$ cat config.mk
export PLATFORM = sky130hd
export DESIGN_NAME = lin_cmd_decoder_flat
export DESIGN_NICKNAME = d
export VERILOG_FILES = /design/src/core/lin_frame_pkg.sv /design/src/core/lin_frame_if.sv /design/src/core/lin_cmd_decoder.sv /design/src/flat_wrapper.sv
export VERILOG_INCLUDE_DIRS = /design/src /design/src/core
export SDC_FILE = /design/constraint.sdc
export NUM_CORES = 1
export LEC_CHECK = 0
export ABC_AREA = 1
export BUFFER_PORTS_ARGS = -buffer_cell sky130_fd_sc_hd__clkbuf_2
export CAP_MARGIN = 20
export CELL_PAD_IN_SITES_DETAIL_PLACEMENT = 0
export CELL_PAD_IN_SITES_GLOBAL_PLACEMENT = 1
export CORE_MARGIN = 4
export CORE_UTILIZATION = 45
export DETAILED_ROUTE_END_ITERATION = 10
export PLACE_DENSITY = 0.86
export SYNTH_ARGS = -nofsm -noshare
export SYNTH_HDL_FRONTEND = slang
export SYNTH_SLANG_ARGS = --single-unit
$ cat constraint.sdc
create_clock -name clk -period 14.29 [get_ports clk]
set_input_delay 2.1435 -clock clk [delete_from_list [all_inputs] [get_ports clk]]
set_output_delay 2.1435 -clock clk [all_outputs]
set_load 0.1 [all_outputs]
$ cat src/core/lin_frame_map.svh
// constants for the lin command frames, fields and host registers
`ifndef LIN_FRAME_MAP_SVH
`define LIN_FRAME_MAP_SVH

// frame identifiers (6-bit)
`define FID_COLOR 6'h10
`define FID_DIRECT 6'h11
`define FID_NVM 6'h12
// data byte counts per frame
`define LEN_COLOR 3'h3
`define LEN_CMD 3'h4
// location codes
`define LOC_BROADCAST 8'h00
`define LOC_SUPER 8'h40
`define LOC_SUPER_LO 4'h5
`define LOC_SUPER_HI 4'h8
`define LOC_UNCONFIG 8'hFF
// nvm write frame byte 1
`define NVM_ERASE_BIT 7
`define NVM_ZERO_BIT 6
`define NVM_MAX_INDEX 6'h10
// color frame fields, and the nvm word index top bit
`define COL_UPDATE_BIT 6
`define COL_TRANS_EN_BIT 1
`define COL_TRANS_T0_BIT 7
`define COL_TRANS_T1_BIT 4
`define COL_TRANS_T2_BIT 5
`define COL_POINT_HI 5
`define COL_POINT_LO 2
`define INT_MODE_HI 7
`define INT_MODE_LO 6
`define INT_VALUE_HI 3
`define NVM_INDEX_HI 5
`define INT_MODE_APPLY 2'h0
`define INT_MODE_STORE 2'h1
`define INT_MODE_STORED 2'h2
// host registers, byte addresses
`define ADDR_DATA 4'h0
`define ADDR_CTRL 4'h4
`define ADDR_GO 4'h8
`define ADDR_STATUS 4'hC
// host ctrl and status fields
`define KIND_COLOR 2'h0
`define KIND_DIRECT 2'h1
`define KIND_NVM 2'h2
`define CTRL_PROD_BIT 2
`define ST_BUSY_BIT 0
`define ST_SENT_BIT 1
`define ST_DROP_BIT 2

`endif

$ cat src/core/lin_frame_pkg.sv
// types and checksum helpers shared by both ends of the frame link
package lin_frame_pkg;

  typedef enum logic [0:0] {ST_IDLE, ST_SEND} host_state_t;

  // protected identifier: id plus two parity bits
  function automatic logic [7:0] makePid(input logic [5:0] id);
    logic p0;
    logic p1;
    p0 = id[0] ^ id[1] ^ id[2] ^ id[4];
    p1 = ~(id[1] ^ id[3] ^ id[4] ^ id[5]);
    return {p1, p0, id};
  endfunction

  // enhanced checksum: inverted sum with carry over pid and data bytes
  function automatic logic [7:0] enhCks(input logic [7:0] pid,
                                        input logic [31:0] data,
                                        input logic [2:0] len);
    logic [8:0] s;
    s = {1'b0, pid};
    for (int i = 0; i < 4; i++) begin
      if (3'(i) < len) begin
        s = s + {1'b0, data[8*i +: 8]};
        if (s[8]) begin
          s = s - 9'h0FF;
        end
      end
    end
    return ~s[7:0];
  endfunction

endpackage

$ cat src/core/lin_frame_if.sv
// frame-level link between the bus master and the led slave decoder
interface lin_frame_if;
  logic frmValid;
  logic [7:0] frmPid;
  logic [31:0] frmData;
  logic [2:0] frmLen;
  logic [7:0] frmCks;

  modport master (output frmValid, frmPid, frmData, frmLen, frmCks);
  modport slave (input frmValid, frmPid, frmData, frmLen, frmCks);
endinterface

$ cat src/core/lin_cmd_decoder.sv
// led slave end: decodes direct intensity, colour and nvm write frames
//
// Local design decisions: the APB interface to the registers and the placing of the registers.
`include "lin_frame_map.svh"

// Notes on behaviour
// - frames need a good enhanced checksum
// - direct frame: location, then three channel bytes
// - act only when location selects this slave
// - good direct frame loads three channel levels
// - use last colour frame transition settings
// - direct frame replaces earlier colour selection
// - hold levels until direct or refresh frame
// - master sends colour frame after, refresh 0
// - nvm frame outside programming mode silently dropped
// - master uses nvm frame only in production
// - byte 1 low bits: word index up to 0x10
// - master sends byte 1 bit 6 as zero
// - bit 7 set means erase then write
// - bytes two to four fill word low-to-high
// - own code 0xFF reports not configured
// - colour refresh loads selected colour point
module lin_cmd_decoder import lin_frame_pkg::*; (
  // clock and reset
  input wire logic clk,
  input wire logic rst,
  // frame link from the master
  lin_frame_if.slave lnk,
  // configuration
  input wire logic [7:0] ownLocation,
  input wire logic progModePin,
  // channel levels
  output logic [7:0] ch1Level,
  output logic [7:0] ch2Level,
  output logic [7:0] ch3Level,
  output logic levelLoad,
  output logic directActive,
  // colour frame settings
  output logic transEnable,
  output logic [2:0] transTime,
  output logic [3:0] colorPoint,
  output logic colorLoad,
  output logic [3:0] globalLevel,
  // nvm write request
  output logic nvmWrite,
  output logic nvmErase,
  output logic [5:0] nvmIndex,
  output logic [23:0] nvmData,
  // diagnostics
  output logic notConfigured,
  output logic cksError
);

  // captured frame
  logic capValid_reg;
  logic [7:0] capPid_reg;
  logic [31:0] capData_reg;
  logic [2:0] capLen_reg;
  logic [7:0] capCks_reg;
  // programming mode pin synchroniser
  logic progMeta_reg;
  logic progSync_reg;
  // outputs and state
  logic [7:0] ch1Level_reg;
  logic [7:0] ch2Level_reg;
  logic [7:0] ch3Level_reg;
  logic levelLoad_reg;
  logic directActive_reg;
  logic transEnable_reg;
  logic [2:0] transTime_reg;
  logic [3:0] colorPoint_reg;
  logic colorLoad_reg;
  logic [3:0] globalLevel_reg;
  logic [3:0] storedLevel_reg;
  logic nvmWrite_reg;
  logic nvmErase_reg;
  logic [5:0] nvmIndex_reg;
  logic [23:0] nvmData_reg;
  logic notConfigured_reg;
  logic cksError_reg;

  // zone membership: broadcast, own code, own zone, or the super-zone
  function automatic logic locSelects(input logic [7:0] code,
                                      input logic [7:0] own);
    logic inSuper;
    inSuper = (own[7:4] >= `LOC_SUPER_LO) && (own[7:4] <= `LOC_SUPER_HI);
    return (code == `LOC_BROADCAST) || (code == own) ||
           (code == {own[7:4], 4'h0}) ||
           (code == `LOC_SUPER && inSuper);
  endfunction

  // byte views
  wire logic [7:0] byte1 = capData_reg[7:0];
  wire logic [7:0] byte2 = capData_reg[15:8];
  wire logic [7:0] byte3 = capData_reg[23:16];
  wire logic [7:0] byte4 = capData_reg[31:24];
  wire logic [5:0] frameId = capPid_reg[5:0];

  // frame validation
  wire logic pidOk = capPid_reg == makePid(frameId);
  wire logic cksOk =
    capCks_reg == enhCks(capPid_reg, capData_reg, capLen_reg);
  wire logic frameOk = capValid_reg && pidOk && cksOk;
  wire logic selected = locSelects(byte1, ownLocation);
  wire logic isDirect = frameId == `FID_DIRECT && capLen_reg == `LEN_CMD;
  wire logic isNvm = frameId == `FID_NVM && capLen_reg == `LEN_CMD;
  wire logic isColor = frameId == `FID_COLOR && capLen_reg == `LEN_COLOR;

  // accepted commands; anything else leaves the state untouched
  wire logic takeDirect = frameOk && isDirect && selected;
  wire logic takeColor = frameOk && isColor && selected;
  wire logic [5:0] wordIdx = byte1[`NVM_INDEX_HI:0];
  wire logic indexOk = wordIdx <= `NVM_MAX_INDEX;
  // no error output exists for a dropped nvm frame on purpose
  wire logic takeNvm =
    frameOk && isNvm && progSync_reg && indexOk;

  // colour frame fields
  wire logic colorRefresh = byte2[`COL_UPDATE_BIT];
  wire logic [1:0] intMode = byte3[`INT_MODE_HI:`INT_MODE_LO];
  wire logic [3:0] intValue = byte3[`INT_VALUE_HI:0];
  wire logic [2:0] newTransTime = {byte3[`COL_TRANS_T2_BIT],
                                   byte3[`COL_TRANS_T1_BIT],
                                   byte2[`COL_TRANS_T0_BIT]};
  wire logic applyNew = intMode == `INT_MODE_APPLY;
  wire logic storeNew = applyNew || intMode == `INT_MODE_STORE;
  wire logic applyStored = intMode == `INT_MODE_STORED;

  // link inputs are same-clock logic: one capture stage only
  always_ff @(posedge clk or posedge rst) begin
    if (rst) begin
      capValid_reg <= 1'b0;
      capPid_reg <= 8'h00;
      capData_reg <= 32'h0000_0000;
      capLen_reg <= 3'h0;
      capCks_reg <= 8'h00;
    end else begin
      capValid_reg <= lnk.frmValid;
      capPid_reg <= lnk.frmPid;
      capData_reg <= lnk.frmData;
      capLen_reg <= lnk.frmLen;
      capCks_reg <= lnk.frmCks;
    end
  end

  // mode pin comes from outside, so two flops before use
  always_ff @(posedge clk or posedge rst) begin
    if (rst) begin
      progMeta_reg <= 1'b0;
      progSync_reg <= 1'b0;
    end else begin
      progMeta_reg <= progModePin;
      progSync_reg <= progMeta_reg;
    end
  end

  // channel levels and the direct/colour ownership flag
  always_ff @(posedge clk or posedge rst) begin
    if (rst) begin
      ch1Level_reg <= 8'h00;
      ch2Level_reg <= 8'h00;
      ch3Level_reg <= 8'h00;
      levelLoad_reg <= 1'b0;
      directActive_reg <= 1'b0;
      colorLoad_reg <= 1'b0;
      colorPoint_reg <= 4'h0;
    end else begin
      levelLoad_reg <= takeDirect;
      colorLoad_reg <= takeColor && colorRefresh;
      if (takeDirect) begin
        ch1Level_reg <= byte2;
        ch2Level_reg <= byte3;
        ch3Level_reg <= byte4;
        directActive_reg <= 1'b1;
      end else if (takeColor && colorRefresh) begin
        // refresh hands the channels back to the stored colour points
        colorPoint_reg <= byte2[`COL_POINT_HI:`COL_POINT_LO];
        directActive_reg <= 1'b0;
      end
    end
  end

  // transition settings follow every selected colour frame, the global level
  // those with int mode apply or stored, with or without refresh, so a direct frame reuses them
  always_ff @(posedge clk or posedge rst) begin
    if (rst) begin
      transEnable_reg <= 1'b0;
      transTime_reg <= 3'h0;
      globalLevel_reg <= 4'h0;
      storedLevel_reg <= 4'h0;
    end else if (takeColor) begin
      transEnable_reg <= byte2[`COL_TRANS_EN_BIT];
      transTime_reg <= newTransTime;
      if (storeNew) begin
        storedLevel_reg <= intValue;
      end
      if (applyNew) begin
        globalLevel_reg <= intValue;
      end else if (applyStored) begin
        globalLevel_reg <= storedLevel_reg;
      end
    end
  end

  // nvm write request, one-cycle pulse with held fields
  always_ff @(posedge clk or posedge rst) begin
    if (rst) begin
      nvmWrite_reg <= 1'b0;
      nvmErase_reg <= 1'b0;
      nvmIndex_reg <= 6'h00;
      nvmData_reg <= 24'h00_0000;
    end else begin
      nvmWrite_reg <= takeNvm;
      if (takeNvm) begin
        // bit 6 is ignored here; the master keeps it at zero
        nvmErase_reg <= byte1[`NVM_ERASE_BIT];
        nvmIndex_reg <= wordIdx;
        nvmData_reg <= {byte4, byte3, byte2};
      end
    end
  end

  // diagnostics
  always_ff @(posedge clk or posedge rst) begin
    if (rst) begin
      notConfigured_reg <= 1'b0;
      cksError_reg <= 1'b0;
    end else begin
      notConfigured_reg <= ownLocation == `LOC_UNCONFIG;
      cksError_reg <= capValid_reg && !(pidOk && cksOk);
    end
  end

  assign ch1Level = ch1Level_reg;
  assign ch2Level = ch2Level_reg;
  assign ch3Level = ch3Level_reg;
  assign levelLoad = levelLoad_reg;
  assign directActive = directActive_reg;
  assign transEnable = transEnable_reg;
  assign transTime = transTime_reg;
  assign colorPoint = colorPoint_reg;
  assign colorLoad = colorLoad_reg;
  assign globalLevel = globalLevel_reg;
  assign nvmWrite = nvmWrite_reg;
  assign nvmErase = nvmErase_reg;
  assign nvmIndex = nvmIndex_reg;
  assign nvmData = nvmData_reg;
  assign notConfigured = notConfigured_reg;
  assign cksError = cksError_reg;

endmodule

$ cat src/flat_wrapper.sv
// flat-port wrapper written by rule: the top's interface ports become plain ports
module lin_cmd_decoder_flat import lin_frame_pkg::*;
  (clk, rst, ownLocation, progModePin, ch1Level, ch2Level, ch3Level, levelLoad, directActive, transEnable, transTime, colorPoint, colorLoad, globalLevel, nvmWrite, nvmErase, nvmIndex, nvmData, notConfigured, cksError, lnk_frmValid, lnk_frmPid, lnk_frmData, lnk_frmLen, lnk_frmCks);
  lin_frame_if lnk_i ();
  input wire logic clk;
  input wire logic rst;
  input wire logic [7:0] ownLocation;
  input wire logic progModePin;
  output logic [7:0] ch1Level;
  output logic [7:0] ch2Level;
  output logic [7:0] ch3Level;
  output logic levelLoad;
  output logic directActive;
  output logic transEnable;
  output logic [2:0] transTime;
  output logic [3:0] colorPoint;
  output logic colorLoad;
  output logic [3:0] globalLevel;
  output logic nvmWrite;
  output logic nvmErase;
  output logic [5:0] nvmIndex;
  output logic [23:0] nvmData;
  output logic notConfigured;
  output logic cksError;
  input wire logic [$bits(lnk_i.frmValid)-1:0] lnk_frmValid;
  input wire logic [$bits(lnk_i.frmPid)-1:0] lnk_frmPid;
  input wire logic [$bits(lnk_i.frmData)-1:0] lnk_frmData;
  input wire logic [$bits(lnk_i.frmLen)-1:0] lnk_frmLen;
  input wire logic [$bits(lnk_i.frmCks)-1:0] lnk_frmCks;
  assign lnk_i.frmValid = lnk_frmValid;
  assign lnk_i.frmPid = lnk_frmPid;
  assign lnk_i.frmData = lnk_frmData;
  assign lnk_i.frmLen = lnk_frmLen;
  assign lnk_i.frmCks = lnk_frmCks;
  lin_cmd_decoder u_core (.clk(clk), .rst(rst), .lnk(lnk_i), .ownLocation(ownLocation), .progModePin(progModePin), .ch1Level(ch1Level), .ch2Level(ch2Level), .ch3Level(ch3Level), .levelLoad(levelLoad), .directActive(directActive), .transEnable(transEnable), .transTime(transTime), .colorPoint(colorPoint), .colorLoad(colorLoad), .globalLevel(globalLevel), .nvmWrite(nvmWrite), .nvmErase(nvmErase), .nvmIndex(nvmIndex), .nvmData(nvmData), .notConfigured(notConfigured), .cksError(cksError));
endmodule
==> results_dict.tcl <==
set metrics [dict create \
    worst_setup_path_start_kind "flip-flop" \
    synthFlopType "dfrtp_1" \
    yosys.cell_types.count 43 \
    postRouteAntennaNets 0 \
    via_count 6791 \
    finClkSkew_ps 9.33 \
    ys_top_cells_by_area "dfrtp_1, nand2_1, nand3_1" \
    yosys_register_bits 131 \
    slew_viol_final 0 \
    largest_reg_flops 32 \
    power.share.clock 0.282 \
    post_cts_buffers 0 \
    rows 47 \
    power_leakage_uw 0.00496 \
    vias_per_cell 5.07 \
    first_global_vias 6413 \
    cts_tree "built" \
    finalSetupTns_ps 0 \
    crit_arrival_ps 10510 \
    regArea_um2 3280 \
    grtUsageTotal 0.220 \
    antenna_found_initial 0 \
    crit_buf_inv 10 \
    drive_gt1_frac 0.180 \
    setup_viol 0 \
    cts_hold_buf 0 \
    ir_drop_mv 0.0988 \
    final_util 0.549 \
    synthesis.nets 1079 \
    critPathTopFamily "simple AND/OR/NAND/NOR gates" \
    synthCells 970 \
    clockRootBuffer "clkbuf_16" \
    ios 136 \
    yosys.area.top_type "dfrtp_1" \
    worstMarginPinSlew_ps 965 \
    hpwl_mm 16.2 \
    core_um2 16600 \
    dieWidth_um 139 \
    final_common_cell "nand2_1" \
    portBuffers 135 \
    path_class "flip-flop to flip-flop" \
    clkTransAtPathRegs_ps 60 \
    max_freq_mhz 98.0 \
    drc_errors 0 \
    grt_max_degree 76 \
    htree_levels 4 \
    gp_congestion 0.901 \
    grt-ovfl-total 0 \
    clockBufferDepth 2 \
    yosysSeqAreaShare 0.427 \
    die_height_um 139 \
    cp_max_fo 50 \
    clock_latency_ps 420 \
    initial_core_util 0.461 \
    syn_avg_cell_area_um2 7.91 \
    post-route-period-util 0.714 \
    post_cts_resized 0 \
    cp_slowest_cell "nand3_2" \
    grt_pass1_wl_mm 34.1 \
    synthArstFlopShare 1.00 \
    layout_common_cells "nand2_1, clkbuf_2, dfrtp_1, nand3_1, inv_1" \
    rsz0062_at_grt "no" \
    n_antenna_cell 0 \
    status "finished clean" \
    power.density_nw_per_um2 174 \
    synth_top_area_frac 0.427 \
    finalNetCount 1217 \
    syn_area_um2 7670 \
    min_path_type "flip-flop to flip-flop" \
    dr.pass1.iters 5 \
    nFillCells 1555 \
    multi_input_area_um2 3810 \
    period_minus_slack_ps 10200 \
    p_seq_frac 0.247 \
    area_growth_pct 19.1 \
    cp.required_ps 14600 \
    clock-sinks 131 \
    slowest_delay_ps 700 \
    hold_viol 0 \
    wl_per_cell_um 15.6 \
    synth_warnings 0 \
    synth_enable_flop_cells 0 \
    p_sw_uw 664 \
    pwr-share-comb 0.471 \
    maxCapViolCount 0 \
    die_area_um2 19200 \
    drtIter0Drc 531 \
    p_int_uw 922 \
    switching_share 0.419 \
    routed_wl_mm 20.9 \
    cts_inserted_buffers 17 \
    endpoint_kind "flip-flop" \
    slew-limit-headroom 0.355 \
    crit_top_cell "nand2_1" \
]
logic make-up (layout without fill, tap and decap cells):
family,count (synthesis),after routing,share of synthesized area
mux,1,1,0.00130
flops,131,131,0.427
buf+inv,145,295,0.0760
simple gates,486,486,0.281
xor+xnor,46,46,0.0525
compound gates,115,115,0.0830
fa+ha+maj,46,46,0.0789
per-layer routing:
| layer | share of wire | up-vias | global-route usage |
|---|---|---|---|
| met4 | 0.022 | 0 | 0.0738 |
| met5 | 0 | - | 0 |
| li1 | - | 3434 | - |
| met2 | 0.44 | 190 | 0.329 |
| met3 | 0.053 | 34 | 0.0372 |
| met1 | 0.49 | 3133 | 0.327 |
final cells by class:
type / count / area share
Tap cell: 220 / 0.0301
Sequential cell: 131 / 0.359
Multi-Input combinational cell: 694 / 0.417
Clock inverter: 11 / 0.0167
Timing Repair Buffer: 138 / 0.0764
Inverter: 126 / 0.0523
Clock buffer: 20 / 0.0489
synthesized netlist by cell type (3+ instances only):
| cell | n |
|---|---|
| a21oi_1 | 27 |
| nand2_2 | 8 |
| nand3_2 | 8 |
| xnor2_1 | 18 |
| inv_2 | 5 |
| fa_1 | 4 |
| clkbuf_1 | 10 |
| o21ai_2 | 5 |
| dfrtp_1 | 131 |
| o21ai_0 | 37 |
| nor2_1 | 44 |
| inv_1 | 119 |
| nand3_1 | 121 |
| nor2_2 | 3 |
| o21bai_1 | 3 |
| nand4_1 | 15 |
| ha_1 | 42 |
| nand3b_1 | 3 |
| o211ai_1 | 5 |
| xor2_1 | 28 |
| nor4_1 | 3 |
| o21ai_1 | 29 |
| nor3_1 | 8 |
| nand2_1 | 265 |
| buf_2 | 4 |
| buf_6 | 4 |
power by group through the flow:
stage / registers [µW] / logic [µW] / clock network [µW]
after floorplan: 393 / 579 / 0
after global placement: 397 / 736 / 0
after detailed placement: 397 / 733 / 0
after CTS: 391 / 740 / 453
after global routing: 392 / 853 / 471
final: 391 / 748 / 447
worst reg2reg max path, delay by kind of cell, from the launching register on:
kind	cells	cell delay (ps)
AND/OR/NAND/NOR	31	4010
XOR/XNOR	1	160
buffers and inverters	10	900
AO/OA/AOI/OAI	13	2400
flip-flops	1	420
adder cells (fa/ha/maj)	7	2200
path summary, 6_finish.rpt:
kind	endpoint	slack [ps]	start	depth (start not counted)
worst max-delay path	u_core.ch1Level[0]	4090	u_core.capData_reg[0]	62
worst min-delay path	u_core.progSync_reg	370	u_core.progMeta_reg	0
worst max register to register	u_core.ch1Level[0]	4090	u_core.capData_reg[0]	62
worst min register to register	u_core.progSync_reg	370	u_core.progMeta_reg	0
max in group asynchronous	u_core.nvmData[9]	11220	rst	3
min in group asynchronous	u_core.nvmIndex[5]	1760	rst	2
per-stage QoR:
stage | instance area [µm²] | power, µW | hold slack (ps) | cells | worst slack, ps
after floorplan | 7670 | 972 | 331 | 970 | 6090
after global placement | 8540 | 1130 | 335 | 1309 | 4480
after detailed placement | 8540 | 1130 | 337 | 1309 | 4170
after CTS | 9140 | 1580 | 370 | 1340 | 4130
after global routing | 9140 | 1720 | 379 | 1340 | 2920
final | 9140 | 1590 | 365 | 1340 | 4090
No activity file was read; power rests on OpenSTA's default activity.
